### src/shared/relay_cfg_pkg.sv
// shared constants and carriers for the relay card control block
package relay_cfg_pkg;

  // register byte offsets
  localparam logic [7:0] ADDR_RELAY     = 8'h00;
  localparam logic [7:0] ADDR_INPUT     = 8'h04;
  localparam logic [7:0] ADDR_IDENT     = 8'h08;
  localparam logic [7:0] ADDR_EDGE_SEL  = 8'h0C;
  localparam logic [7:0] ADDR_EDGE_FLAG = 8'h10;

  // widths and field layout
  localparam int unsigned CHAN_N    = 8;
  localparam int unsigned IDENT_W   = 4;
  localparam int unsigned IDENT_LSB = 0;

  // reset values
  localparam logic [7:0] RELAY_RESET     = 8'h00;
  localparam logic [7:0] EDGE_SEL_RESET  = 8'h00;
  localparam logic [7:0] EDGE_FLAG_RESET = 8'h00;

  // answers on the register bus
  localparam logic [1:0] RESP_OKAY   = 2'h0;
  localparam logic [1:0] RESP_SLVERR = 2'h2;

  // field pins, carried together through the synchroniser
  typedef struct packed {
    logic       keep;
    logic [3:0] ident_sw;
    logic [7:0] iso;
  } field_pins_t;

  localparam field_pins_t PINS_RESET = 13'h0000;

  // one held write request
  typedef struct packed {
    logic [7:0]  addr;
    logic [31:0] data;
    logic [3:0]  strb;
  } wr_req_t;

endpackage

### src/rtl/level_sync.sv
// two-stage level synchroniser of configurable width
`timescale 1ns/10ps
`default_nettype none
module level_sync #(
  parameter int unsigned WIDTH = 1
) (
  input  wire logic             clk_in,
  input  wire logic             rst_n_in,
  input  wire logic [WIDTH-1:0] d_in,
  output logic      [WIDTH-1:0] q_out
);

  logic [WIDTH-1:0] meta_r;
  logic [WIDTH-1:0] q_r;

  // first stage is read only by the second
  always_ff @(posedge clk_in or negedge rst_n_in) begin
    if (!rst_n_in) begin
      meta_r <= '0;
      q_r    <= '0;
    end else begin
      meta_r <= d_in;
      q_r    <= meta_r;
    end
  end

  assign q_out = q_r;

endmodule
`default_nettype wire

### src/rtl/relay_card_ctrl.sv
// relay output retention, card identity and input edge selection
//
// The register offsets and the AXI4-Lite interface to the registers are this design's own decisions.
`timescale 1ns/10ps
`default_nettype none
// Summary of operation
// - with the retention jumper in keep position, relay outputs hold their state through a host bus reset.
// - with the jumper in default position, a host bus reset clears every relay output.
// - power-on reset clears every relay output whatever the jumper says.
// - the card identity is four switch bits, position one as msb, a closed switch reading 0.
// - with all four identity switches closed the identity reads zero.
// - each input channel has its own rising or falling edge selection, set by software.
// - eight isolated inputs, each asserted by current of either polarity across its terminals.
// - bit 1 connects common to normally-open, bit 0 connects common to normally-closed.
// - a relay that is not retained returns to bit 0, the default open configuration.
module relay_card_ctrl (
  input  wire logic        mclk_in,
  input  wire logic        resetn_in,
  input  wire logic        host_resetn_in,
  input  wire logic        reset_retention_jumper_in,
  input  wire logic [3:0]  card_identity_switch_in,
  input  wire logic [7:0]  isolated_input_terminal_a_in,
  input  wire logic [7:0]  isolated_input_terminal_b_in,
  output logic      [7:0]  relay_normally_open_contact_out,
  output logic      [7:0]  relay_normally_closed_contact_out,
  input  wire logic [7:0]  awaddr_in,
  input  wire logic        awvalid_in,
  output logic             awready_out,
  input  wire logic [31:0] wdata_in,
  input  wire logic [3:0]  wstrb_in,
  input  wire logic        wvalid_in,
  output logic             wready_out,
  output logic      [1:0]  bresp_out,
  output logic             bvalid_out,
  input  wire logic        bready_in,
  input  wire logic [7:0]  araddr_in,
  input  wire logic        arvalid_in,
  output logic             arready_out,
  output logic      [31:0] rdata_out,
  output logic      [1:0]  rresp_out,
  output logic             rvalid_out,
  input  wire logic        rready_in
);

  ////////////////////////////////////////////////////////////////////////////
  // reset release and field pin synchronisation

  logic                       rst_meta_r;
  logic                       rst_n_r;
  relay_cfg_pkg::field_pins_t pins_raw;
  relay_cfg_pkg::field_pins_t pins_s;
  logic [7:0]                 iso_raw;
  logic [3:0]                 ident;

  always_ff @(posedge mclk_in or negedge resetn_in) begin
    if (!resetn_in) begin
      rst_meta_r <= 1'b0;
      rst_n_r    <= 1'b0;
    end else begin
      rst_meta_r <= 1'b1;
      rst_n_r    <= rst_meta_r;
    end
  end

  // an opto pair conducts for either polarity, so both senses count
  assign iso_raw           = isolated_input_terminal_a_in | isolated_input_terminal_b_in;
  assign pins_raw.keep     = reset_retention_jumper_in;
  assign pins_raw.ident_sw = card_identity_switch_in;
  assign pins_raw.iso      = iso_raw;

  level_sync #(
    .WIDTH ($bits(relay_cfg_pkg::field_pins_t))
  ) u_pin_sync (
    .clk_in   (mclk_in),
    .rst_n_in (rst_n_r),
    .d_in     (pins_raw),
    .q_out    (pins_s)
  );

  // closed switch drives its bit high here, and reads back as 0
  assign ident = ~pins_s.ident_sw;

  ////////////////////////////////////////////////////////////////////////////
  // register state

  logic                   aw_r,  aw_nxt;
  logic                   w_r,   w_nxt;
  relay_cfg_pkg::wr_req_t req_r, req_nxt;
  logic                   bvalid_r, bvalid_nxt;
  logic [1:0]             bresp_r,  bresp_nxt;
  logic                   rvalid_r, rvalid_nxt;
  logic [31:0]            rdata_r,  rdata_nxt;
  logic [1:0]             rresp_r,  rresp_nxt;
  logic [7:0]             relay_r,  relay_nxt;
  logic [7:0]             nc_r,     nc_nxt;
  logic [7:0]             sel_r,    sel_nxt;
  logic [7:0]             flag_r,   flag_nxt;
  logic [7:0]             prev_r;
  logic [7:0]             iso_event;
  logic                   wr_do;
  logic                   wr_lane0;
  logic [7:0]             wr_addr;
  logic [7:0]             rd_addr;
  logic                   seen_r;

  assign awready_out = host_resetn_in && !aw_r && !bvalid_r;
  assign wready_out  = host_resetn_in && !w_r && !bvalid_r;
  assign arready_out = host_resetn_in && !rvalid_r;
  assign bvalid_out  = bvalid_r;
  assign bresp_out   = bresp_r;
  assign rvalid_out  = rvalid_r;
  assign rdata_out   = rdata_r;
  assign rresp_out   = rresp_r;
  assign relay_normally_open_contact_out   = relay_r;
  assign relay_normally_closed_contact_out = nc_r;

  assign wr_do    = aw_r && w_r && !bvalid_r;
  assign wr_lane0 = wr_do && req_r.strb[0];
  assign wr_addr  = {req_r.addr[7:2], 2'b00};
  assign rd_addr  = {araddr_in[7:2], 2'b00};

  // per-channel edge picked by its select bit: 0 rising, 1 falling
  assign iso_event = (pins_s.iso & ~prev_r & ~sel_r) | (~pins_s.iso & prev_r & sel_r);

  always_comb begin
    aw_nxt     = aw_r;
    w_nxt      = w_r;
    req_nxt    = req_r;
    bvalid_nxt = bvalid_r;
    bresp_nxt  = bresp_r;
    rvalid_nxt = rvalid_r;
    rdata_nxt  = rdata_r;
    rresp_nxt  = rresp_r;
    relay_nxt  = relay_r;
    sel_nxt    = sel_r;
    flag_nxt   = flag_r | iso_event;
    if (awvalid_in && awready_out) begin
      aw_nxt       = 1'b1;
      req_nxt.addr = awaddr_in;
    end
    if (wvalid_in && wready_out) begin
      w_nxt        = 1'b1;
      req_nxt.data = wdata_in;
      req_nxt.strb = wstrb_in;
    end
    if (wr_do) begin
      aw_nxt     = 1'b0;
      w_nxt      = 1'b0;
      bvalid_nxt = 1'b1;
      bresp_nxt  = relay_cfg_pkg::RESP_OKAY;
      case (wr_addr)
        relay_cfg_pkg::ADDR_RELAY: begin
          if (wr_lane0) begin
            relay_nxt = req_r.data[7:0];
          end
        end
        relay_cfg_pkg::ADDR_EDGE_SEL: begin
          if (wr_lane0) begin
            sel_nxt = req_r.data[7:0];
          end
        end
        // a new edge in the clearing cycle survives
        relay_cfg_pkg::ADDR_EDGE_FLAG: begin
          if (wr_lane0) begin
            flag_nxt = (flag_r & ~req_r.data[7:0]) | iso_event;
          end
        end
        relay_cfg_pkg::ADDR_INPUT,
        relay_cfg_pkg::ADDR_IDENT: begin
          bresp_nxt = relay_cfg_pkg::RESP_OKAY;
        end
        default: begin
          bresp_nxt = relay_cfg_pkg::RESP_SLVERR;
        end
      endcase
    end
    if (bvalid_r && bready_in) begin
      bvalid_nxt = 1'b0;
    end
    if (rvalid_r && rready_in) begin
      rvalid_nxt = 1'b0;
    end
    if (arvalid_in && arready_out) begin
      rvalid_nxt = 1'b1;
      rresp_nxt  = relay_cfg_pkg::RESP_OKAY;
      rdata_nxt  = 32'h0000_0000;
      case (rd_addr)
        relay_cfg_pkg::ADDR_RELAY:     rdata_nxt[7:0] = relay_r;
        relay_cfg_pkg::ADDR_INPUT:     rdata_nxt[7:0] = pins_s.iso;
        relay_cfg_pkg::ADDR_IDENT:     rdata_nxt[relay_cfg_pkg::IDENT_LSB +: relay_cfg_pkg::IDENT_W] = ident;
        relay_cfg_pkg::ADDR_EDGE_SEL:  rdata_nxt[7:0] = sel_r;
        relay_cfg_pkg::ADDR_EDGE_FLAG: rdata_nxt[7:0] = flag_r;
        default:                       rresp_nxt = relay_cfg_pkg::RESP_SLVERR;
      endcase
    end
    // host bus reset: bus side idles, relays follow the jumper
    if (!host_resetn_in) begin
      aw_nxt     = 1'b0;
      w_nxt      = 1'b0;
      bvalid_nxt = 1'b0;
      rvalid_nxt = 1'b0;
      sel_nxt    = relay_cfg_pkg::EDGE_SEL_RESET;
      flag_nxt   = relay_cfg_pkg::EDGE_FLAG_RESET;
      relay_nxt  = pins_s.keep ? relay_r : relay_cfg_pkg::RELAY_RESET;
    end
    nc_nxt = ~relay_nxt;
  end

  always_ff @(posedge mclk_in or negedge rst_n_r) begin
    if (!rst_n_r) begin
      aw_r     <= 1'b0;
      w_r      <= 1'b0;
      req_r    <= '0;
      bvalid_r <= 1'b0;
      bresp_r  <= relay_cfg_pkg::RESP_OKAY;
      rvalid_r <= 1'b0;
      rdata_r  <= 32'h0000_0000;
      rresp_r  <= relay_cfg_pkg::RESP_OKAY;
      relay_r  <= relay_cfg_pkg::RELAY_RESET;
      nc_r     <= ~relay_cfg_pkg::RELAY_RESET;
      sel_r    <= relay_cfg_pkg::EDGE_SEL_RESET;
      flag_r   <= relay_cfg_pkg::EDGE_FLAG_RESET;
      prev_r   <= 8'h00;
      seen_r   <= 1'b0;
    end else begin
      aw_r     <= aw_nxt;
      w_r      <= w_nxt;
      req_r    <= req_nxt;
      bvalid_r <= bvalid_nxt;
      bresp_r  <= bresp_nxt;
      rvalid_r <= rvalid_nxt;
      rdata_r  <= rdata_nxt;
      rresp_r  <= rresp_nxt;
      relay_r  <= relay_nxt;
      nc_r     <= nc_nxt;
      sel_r    <= sel_nxt;
      flag_r   <= flag_nxt;
      prev_r   <= pins_s.iso;
      seen_r   <= 1'b1;
    end
  end
endmodule
`default_nettype wire

### config.mk
export PLATFORM = sky130hd
export DESIGN_NAME = relay_card_ctrl
export DESIGN_NICKNAME = d
export VERILOG_FILES = /design/src/shared/relay_cfg_pkg.sv /design/src/rtl/level_sync.sv /design/src/rtl/relay_card_ctrl.sv
export SDC_FILE = /design/constraint.sdc
export NUM_CORES = 1
export LEC_CHECK = 0
export ABC_CLOCK_PERIOD_IN_PS = 6400
export BUFFER_PORTS_ARGS = -buffer_cell sky130_fd_sc_hd__clkbuf_2
export CAP_MARGIN = 25
export CORE_ASPECT_RATIO = 0.6
export CORE_MARGIN = 10
export CORE_UTILIZATION = 49
export CTS_CLUSTER_SIZE = 12
export DETAILED_ROUTE_END_ITERATION = 8
export GPL_ROUTABILITY_DRIVEN = 0
export PLACE_DENSITY = 0.86
export SLEW_MARGIN = 0
export SYNTH_ARGS = -nofsm -noshare
export SYNTH_HDL_FRONTEND = slang
export SYNTH_SLANG_ARGS = --single-unit
### constraint.sdc
create_clock -name mclk_in -period 6.4 [get_ports mclk_in]
set_input_delay 1.28 -clock mclk_in [delete_from_list [all_inputs] [get_ports mclk_in]]
set_output_delay 1.28 -clock mclk_in [all_outputs]
set_load 0.005 [all_outputs]
# Word level (Yosys, flattened, before mapping)
# Index checks and enable logic that the tools add are counted.
[word_totals] regBits=101 wordCells=100 output_inout_bits=57 inputBits=81
[op_classes] eq_ne=15 mux=29 reduce_logical=22 n_bitwise=15
[ops] operator="$mux W8" n=13
[ops] operator="$and A8 B8 Y8" n=5
[ops] operator="$not A8 Y8" n=5
[ops] operator="$or A8 B8 Y8" n=4
[ops] operator="$eq A6 B2 Y1 const B" n=4
[ops] operator="$pmux W4 S5" n=1
[ops] operator="$logic_not A8 Y1" n=2
[ops] operator="$pmux W4 S4" n=1
[ops] operator="$logic_and A1 B1 Y1" n=13
[ops] operator="$eq A6 B1 Y1 const B" n=2
[ops] operator="$eq A6 B3 Y1 const B" n=2
[ops] operator="$mux W1" n=12
[ops] operator="$ne A3 B1 Y1 const B" n=4
[ops] operator="$reduce_or A5 Y1" n=2
[ops] operator="$ne A2 B1 Y1 const B" n=3
[ops] operator="$logic_not A1 Y1" n=4
[ops] operator="$mux W2" n=2
[ops] operator="$not A4 Y4" n=1
[ops] operator="$reduce_and A3 Y1" n=1

# Depth between registers and ports, before layout
[depth] depth_word=9 mapped_depth=6 depth_no_buf=4

# By module
# Synthesis repeated with hierarchy kept, for this count alone.
[unflattened] cells_unflattened=340 hier_area_um2=4082.7
[by_module_without_submodules] mod="relay_card_ctrl" area_per_inst_um2=3432.0 cells_each=314 instances=1 seq_area_each_um2=1786.7
[by_module_without_submodules] mod="level_sync" area_per_inst_um2=650.6 cells_each=26 instances=1 seq_area_each_um2=650.6

# Worst setup path before layout
# No wires, ideal clock.
[synth_path] path_type="in2out" from="in host_resetn_in" to="out arready_out" cell_stages=2 n_path_buf=1 setup_slack_ns=3.398 t_arrival_ns=1.722 required_time_ns=5.120 path_cell_list="clkbuf_1 nor2b_1"
[synth_via] elab_chain_cells=1
[synth_lines] item="from (decl)" line_no="relay_card_ctrl.sv:19" text="input wire logic host_resetn_in,"
[synth_lines] item="$logic_and A1 B1 Y1" line_no="relay_card_ctrl.sv:108" text="assign arready_out = host_resetn_in && !rvalid_r;"
[synth_lines] item="to (decl)" line_no="relay_card_ctrl.sv:38" text="output logic arready_out,"
# No other way between the ends.

# Final worst setup path
[layout_path] from="in host_resetn_in" to="out awready_out"
[layout_via] elab_chain_cells=2
[layout_lines] item="$logic_and A1 B1 Y1 (2 in series)" line_no="relay_card_ctrl.sv:106" text="assign awready_out = host_resetn_in && !aw_r && !bvalid_r;"
[layout_lines] item="to (decl)" line_no="relay_card_ctrl.sv:28" text="output logic awready_out,"
# No other way between the ends.

==> reports/qor.yml <==
synthesis:
  yosysMostFrequentCell: "dfrtp_1"
  synth_common_cells: "89 x dfrtp_1, 26 x buf_4, 24 x nor2_1"
  yosysSeqAreaShare: 0.598
  synth-seq-cells: 97
  yosys_warnings: 0
  synth_top_area_frac: 0.546
  syn_inst: 346
  synth_cell_type_count: 43
  synth-edff-count: 0
  synthArstFlopShare: 1.00
  syn_area_sq_um: 4080
  synth-main-ff-cell: "dfrtp_1"
  synth_top_area_cell: "dfrtp_1"
  synth_area_per_cell_sq_um: 11.8
  synth_area_leaders: "dfrtp_1 55%, mux2_2 5.2%, dfstp_2 5.2%, buf_4 4.8%, a21oi_1 2.7%"
clock_network:
  cts_tree: "built"
  cts_num_sinks: 97
  postCtsSetupBuffers: 0
  cts-buffers-inserted: 9
  clockBufferDepth: 2
  cts_root_buffer: "clkbuf_16"
  cts_resized: 0
  holdBufCountCts: 0
  clk_latency_ns: 0.35
  cts.clk_slew.worst_paths_ns: 0.06
  h-tree-depth: 3
sta:
  relSlewSlack: 0.337
  fmaxAchievable_mhz: 278
  fin_crit_ns: 3.60
  skew_ns: 0.0104
  finalHoldViolations: 0
  rsz0062_at_grt: "no"
  final.setup.tns_ns: 0
  tightestPinTransition_ns: 0.986
  slew_viol_final: 0
  setup_viol: 0
  finalCritPeriodShare: 0.563
drt:
  drc: 0
  wl_per_cell_um: 17.2
  vias: 2838
  drt_wl_total_um: 9330
  vias_per_cell: 5.25
  ant_nets: 0
  drt-pass1-iter-count: 4
  drtIter0Drc: 231
place:
  io_buffers: 80
  dp_hpwl_um: 6810
run_status:
  outcome: "completed"
global_route:
  grt_pass1_wl_um: 15200
  grt_pass1_vias: 3063
  grt_overflow_total: 0
  track_usage: 0.153
  grt_max_degree: 88
  antenna_found_initial: 0
worst_setup_path:
  path_buf_inv: 2
  critPathMaxFanout: 32
  cp_common_cell: "clkbuf_2"
  worstSetupPathType: "in2out"
  worst_r2r_path_depth: 3
  required_ns: 5.12
  critPathCaptureType: "primary output"
  crit_arrival_ns: 2.32
  r2r-start: "req_r[41]"
  cp-start-kind: "input port"
  regToRegSetupSlack_ns: 4.28
  r2r_end: "sel_r[0]"
  cp_top_family: "buffers and inverters"
  slowest_stage: "clkbuf_2"
  path_cells: "clkbuf_2, nand2b_1, nor2_1, clkbuf_2"
  slowest_delay_ns: 0.53
run:
  maxCapViolCount: 0
power_and_ir_drop:
  leakage_nw: 2.31
  irDropWorstVdd_uv: 156
  power.density_nw_per_um2: 276
  total_power_mw: 1.33
floorplanning:
  die_area_sq_um: 12500
  coreArea_sq_um: 7980
  io_pins: 138
  initial_core_util: 0.511
  die_h_um: 90.7
  rows: 25
  fp.dieW_um: 138
finish:
  final_layout_size_suffix_gt1_frac: 0.337
  nets: 509
  fill_cells: 633
  syn2layout_area_growth_pct: 18.1
  diodes: 0
hold_path:
  hp-class: "reg2async"
[area by class of cell]
type | count | area (sq um) | area share
clock buffers | 11 | 253 | 0.0525
clock inverters | 5 | 38.8 | 0.00805
inverters | 1 | 3.75 | 0.000779
multi-input cells | 234 | 1490 | 0.308
flip-flops and latches | 97 | 2440 | 0.507
well taps | 108 | 135 | 0.0280
repair buffers | 85 | 462 | 0.0958
[power by group]
group          internal (mW)  total, mW  switching (mW)
registers              0.657      0.693          0.0361
logic                 0.0601      0.123          0.0627
clock network          0.286      0.512           0.226
[how the worst max path moves through the flow]
| stage | end | from | slack [ns] | depth (start not counted) |
|---|---|---|---|---|
| after CTS | awready_out | host_resetn_in | 2.80 | 4 |
| after floorplan | arready_out | host_resetn_in | 3.40 | 2 |
| after global placement | relay_normally_open_contact_out[0] | host_resetn_in | 2.79 | 5 |
| after global routing | awready_out | host_resetn_in | 2.66 | 4 |
| after detailed placement | relay_normally_open_contact_out[2] | host_resetn_in | 2.66 | 5 |
| final | awready_out | host_resetn_in | 2.80 | 4 |
[worst register-to-register path, cell delays in order (launching register included)]
cell and delay, ns:
dfrtp_1 0.38, or3_4 0.42, or4_1 0.83, a31o_2 0.37
[placed cells by master, fill, tap and decap left out, types with 4 or more instances in the layout]
| master | instances |
|---|---|
| mux2i_1 | 5 |
| a21o_1 | 9 |
| nor3_1 | 9 |
| a21oi_1 | 22 |
| dfrtp_1 | 88 |
| clkbuf_2 | 80 |
| mux2_2 | 19 |
| or2_2 | 9 |
| nand2_1 | 21 |
| nand2b_1 | 7 |
| dfstp_2 | 8 |
| nor2_1 | 24 |
| o21ai_0 | 10 |
| conb_1 | 27 |
| nor3b_1 | 9 |
| a22oi_1 | 6 |
| and3b_1 | 8 |
| nand3_1 | 4 |
| a31oi_1 | 4 |
| clkbuf_16 | 9 |
| a21boi_0 | 9 |
| o31a_1 | 8 |
[through the flow]
stage               instance area [sq um]  instances   util  worst slack [ns]  hold slack [ns]
floorplan                            4170        371      -              3.40            0.331
global placement                     4490        523  0.563              2.79            0.126
detailed placement                   4490        523  0.563              2.66            0.129
CTS                                  4780        539  0.599              2.80            0.135
global route                         4820        541  0.604              2.66            0.144
finish                               4820        541  0.604              2.80            0.128
[cells by family after synthesis]
| logic type | after synthesis | share of synthesized area |
|---|---|---|
| simple gates | 106 | 0.147 |
| flops | 97 | 0.598 |
| compound gates | 77 | 0.126 |
| buf+inv | 40 | 0.0635 |
| mux | 24 | 0.0647 |
| other cells | 2 | 0.00184 |
[registers in the layout (all words and copies together) (netlist names), 8 cells and up]
| name | cells |
|---|---|
| req_r | 15 |
| u_pin_sync.meta_r | 13 |
| prev_r | 8 |
| flag_r | 8 |
| relay_normally_open_contact_out | 8 |
| rdata_out | 8 |
| relay_normally_closed_contact_out | 8 |
| u_pin_sync.q_out | 13 |
| sel_r | 8 |
[layer usage]
metal	track usage	vias to the layer above	part of all wire
met4	0.0415	0	0.0079
met2	0.257	102	0.51
met1	0.175	1397	0.39
li1	-	1329	-
met3	0.0628	10	0.091
met5	0	-	0
(Power assumes the default switching activity.)
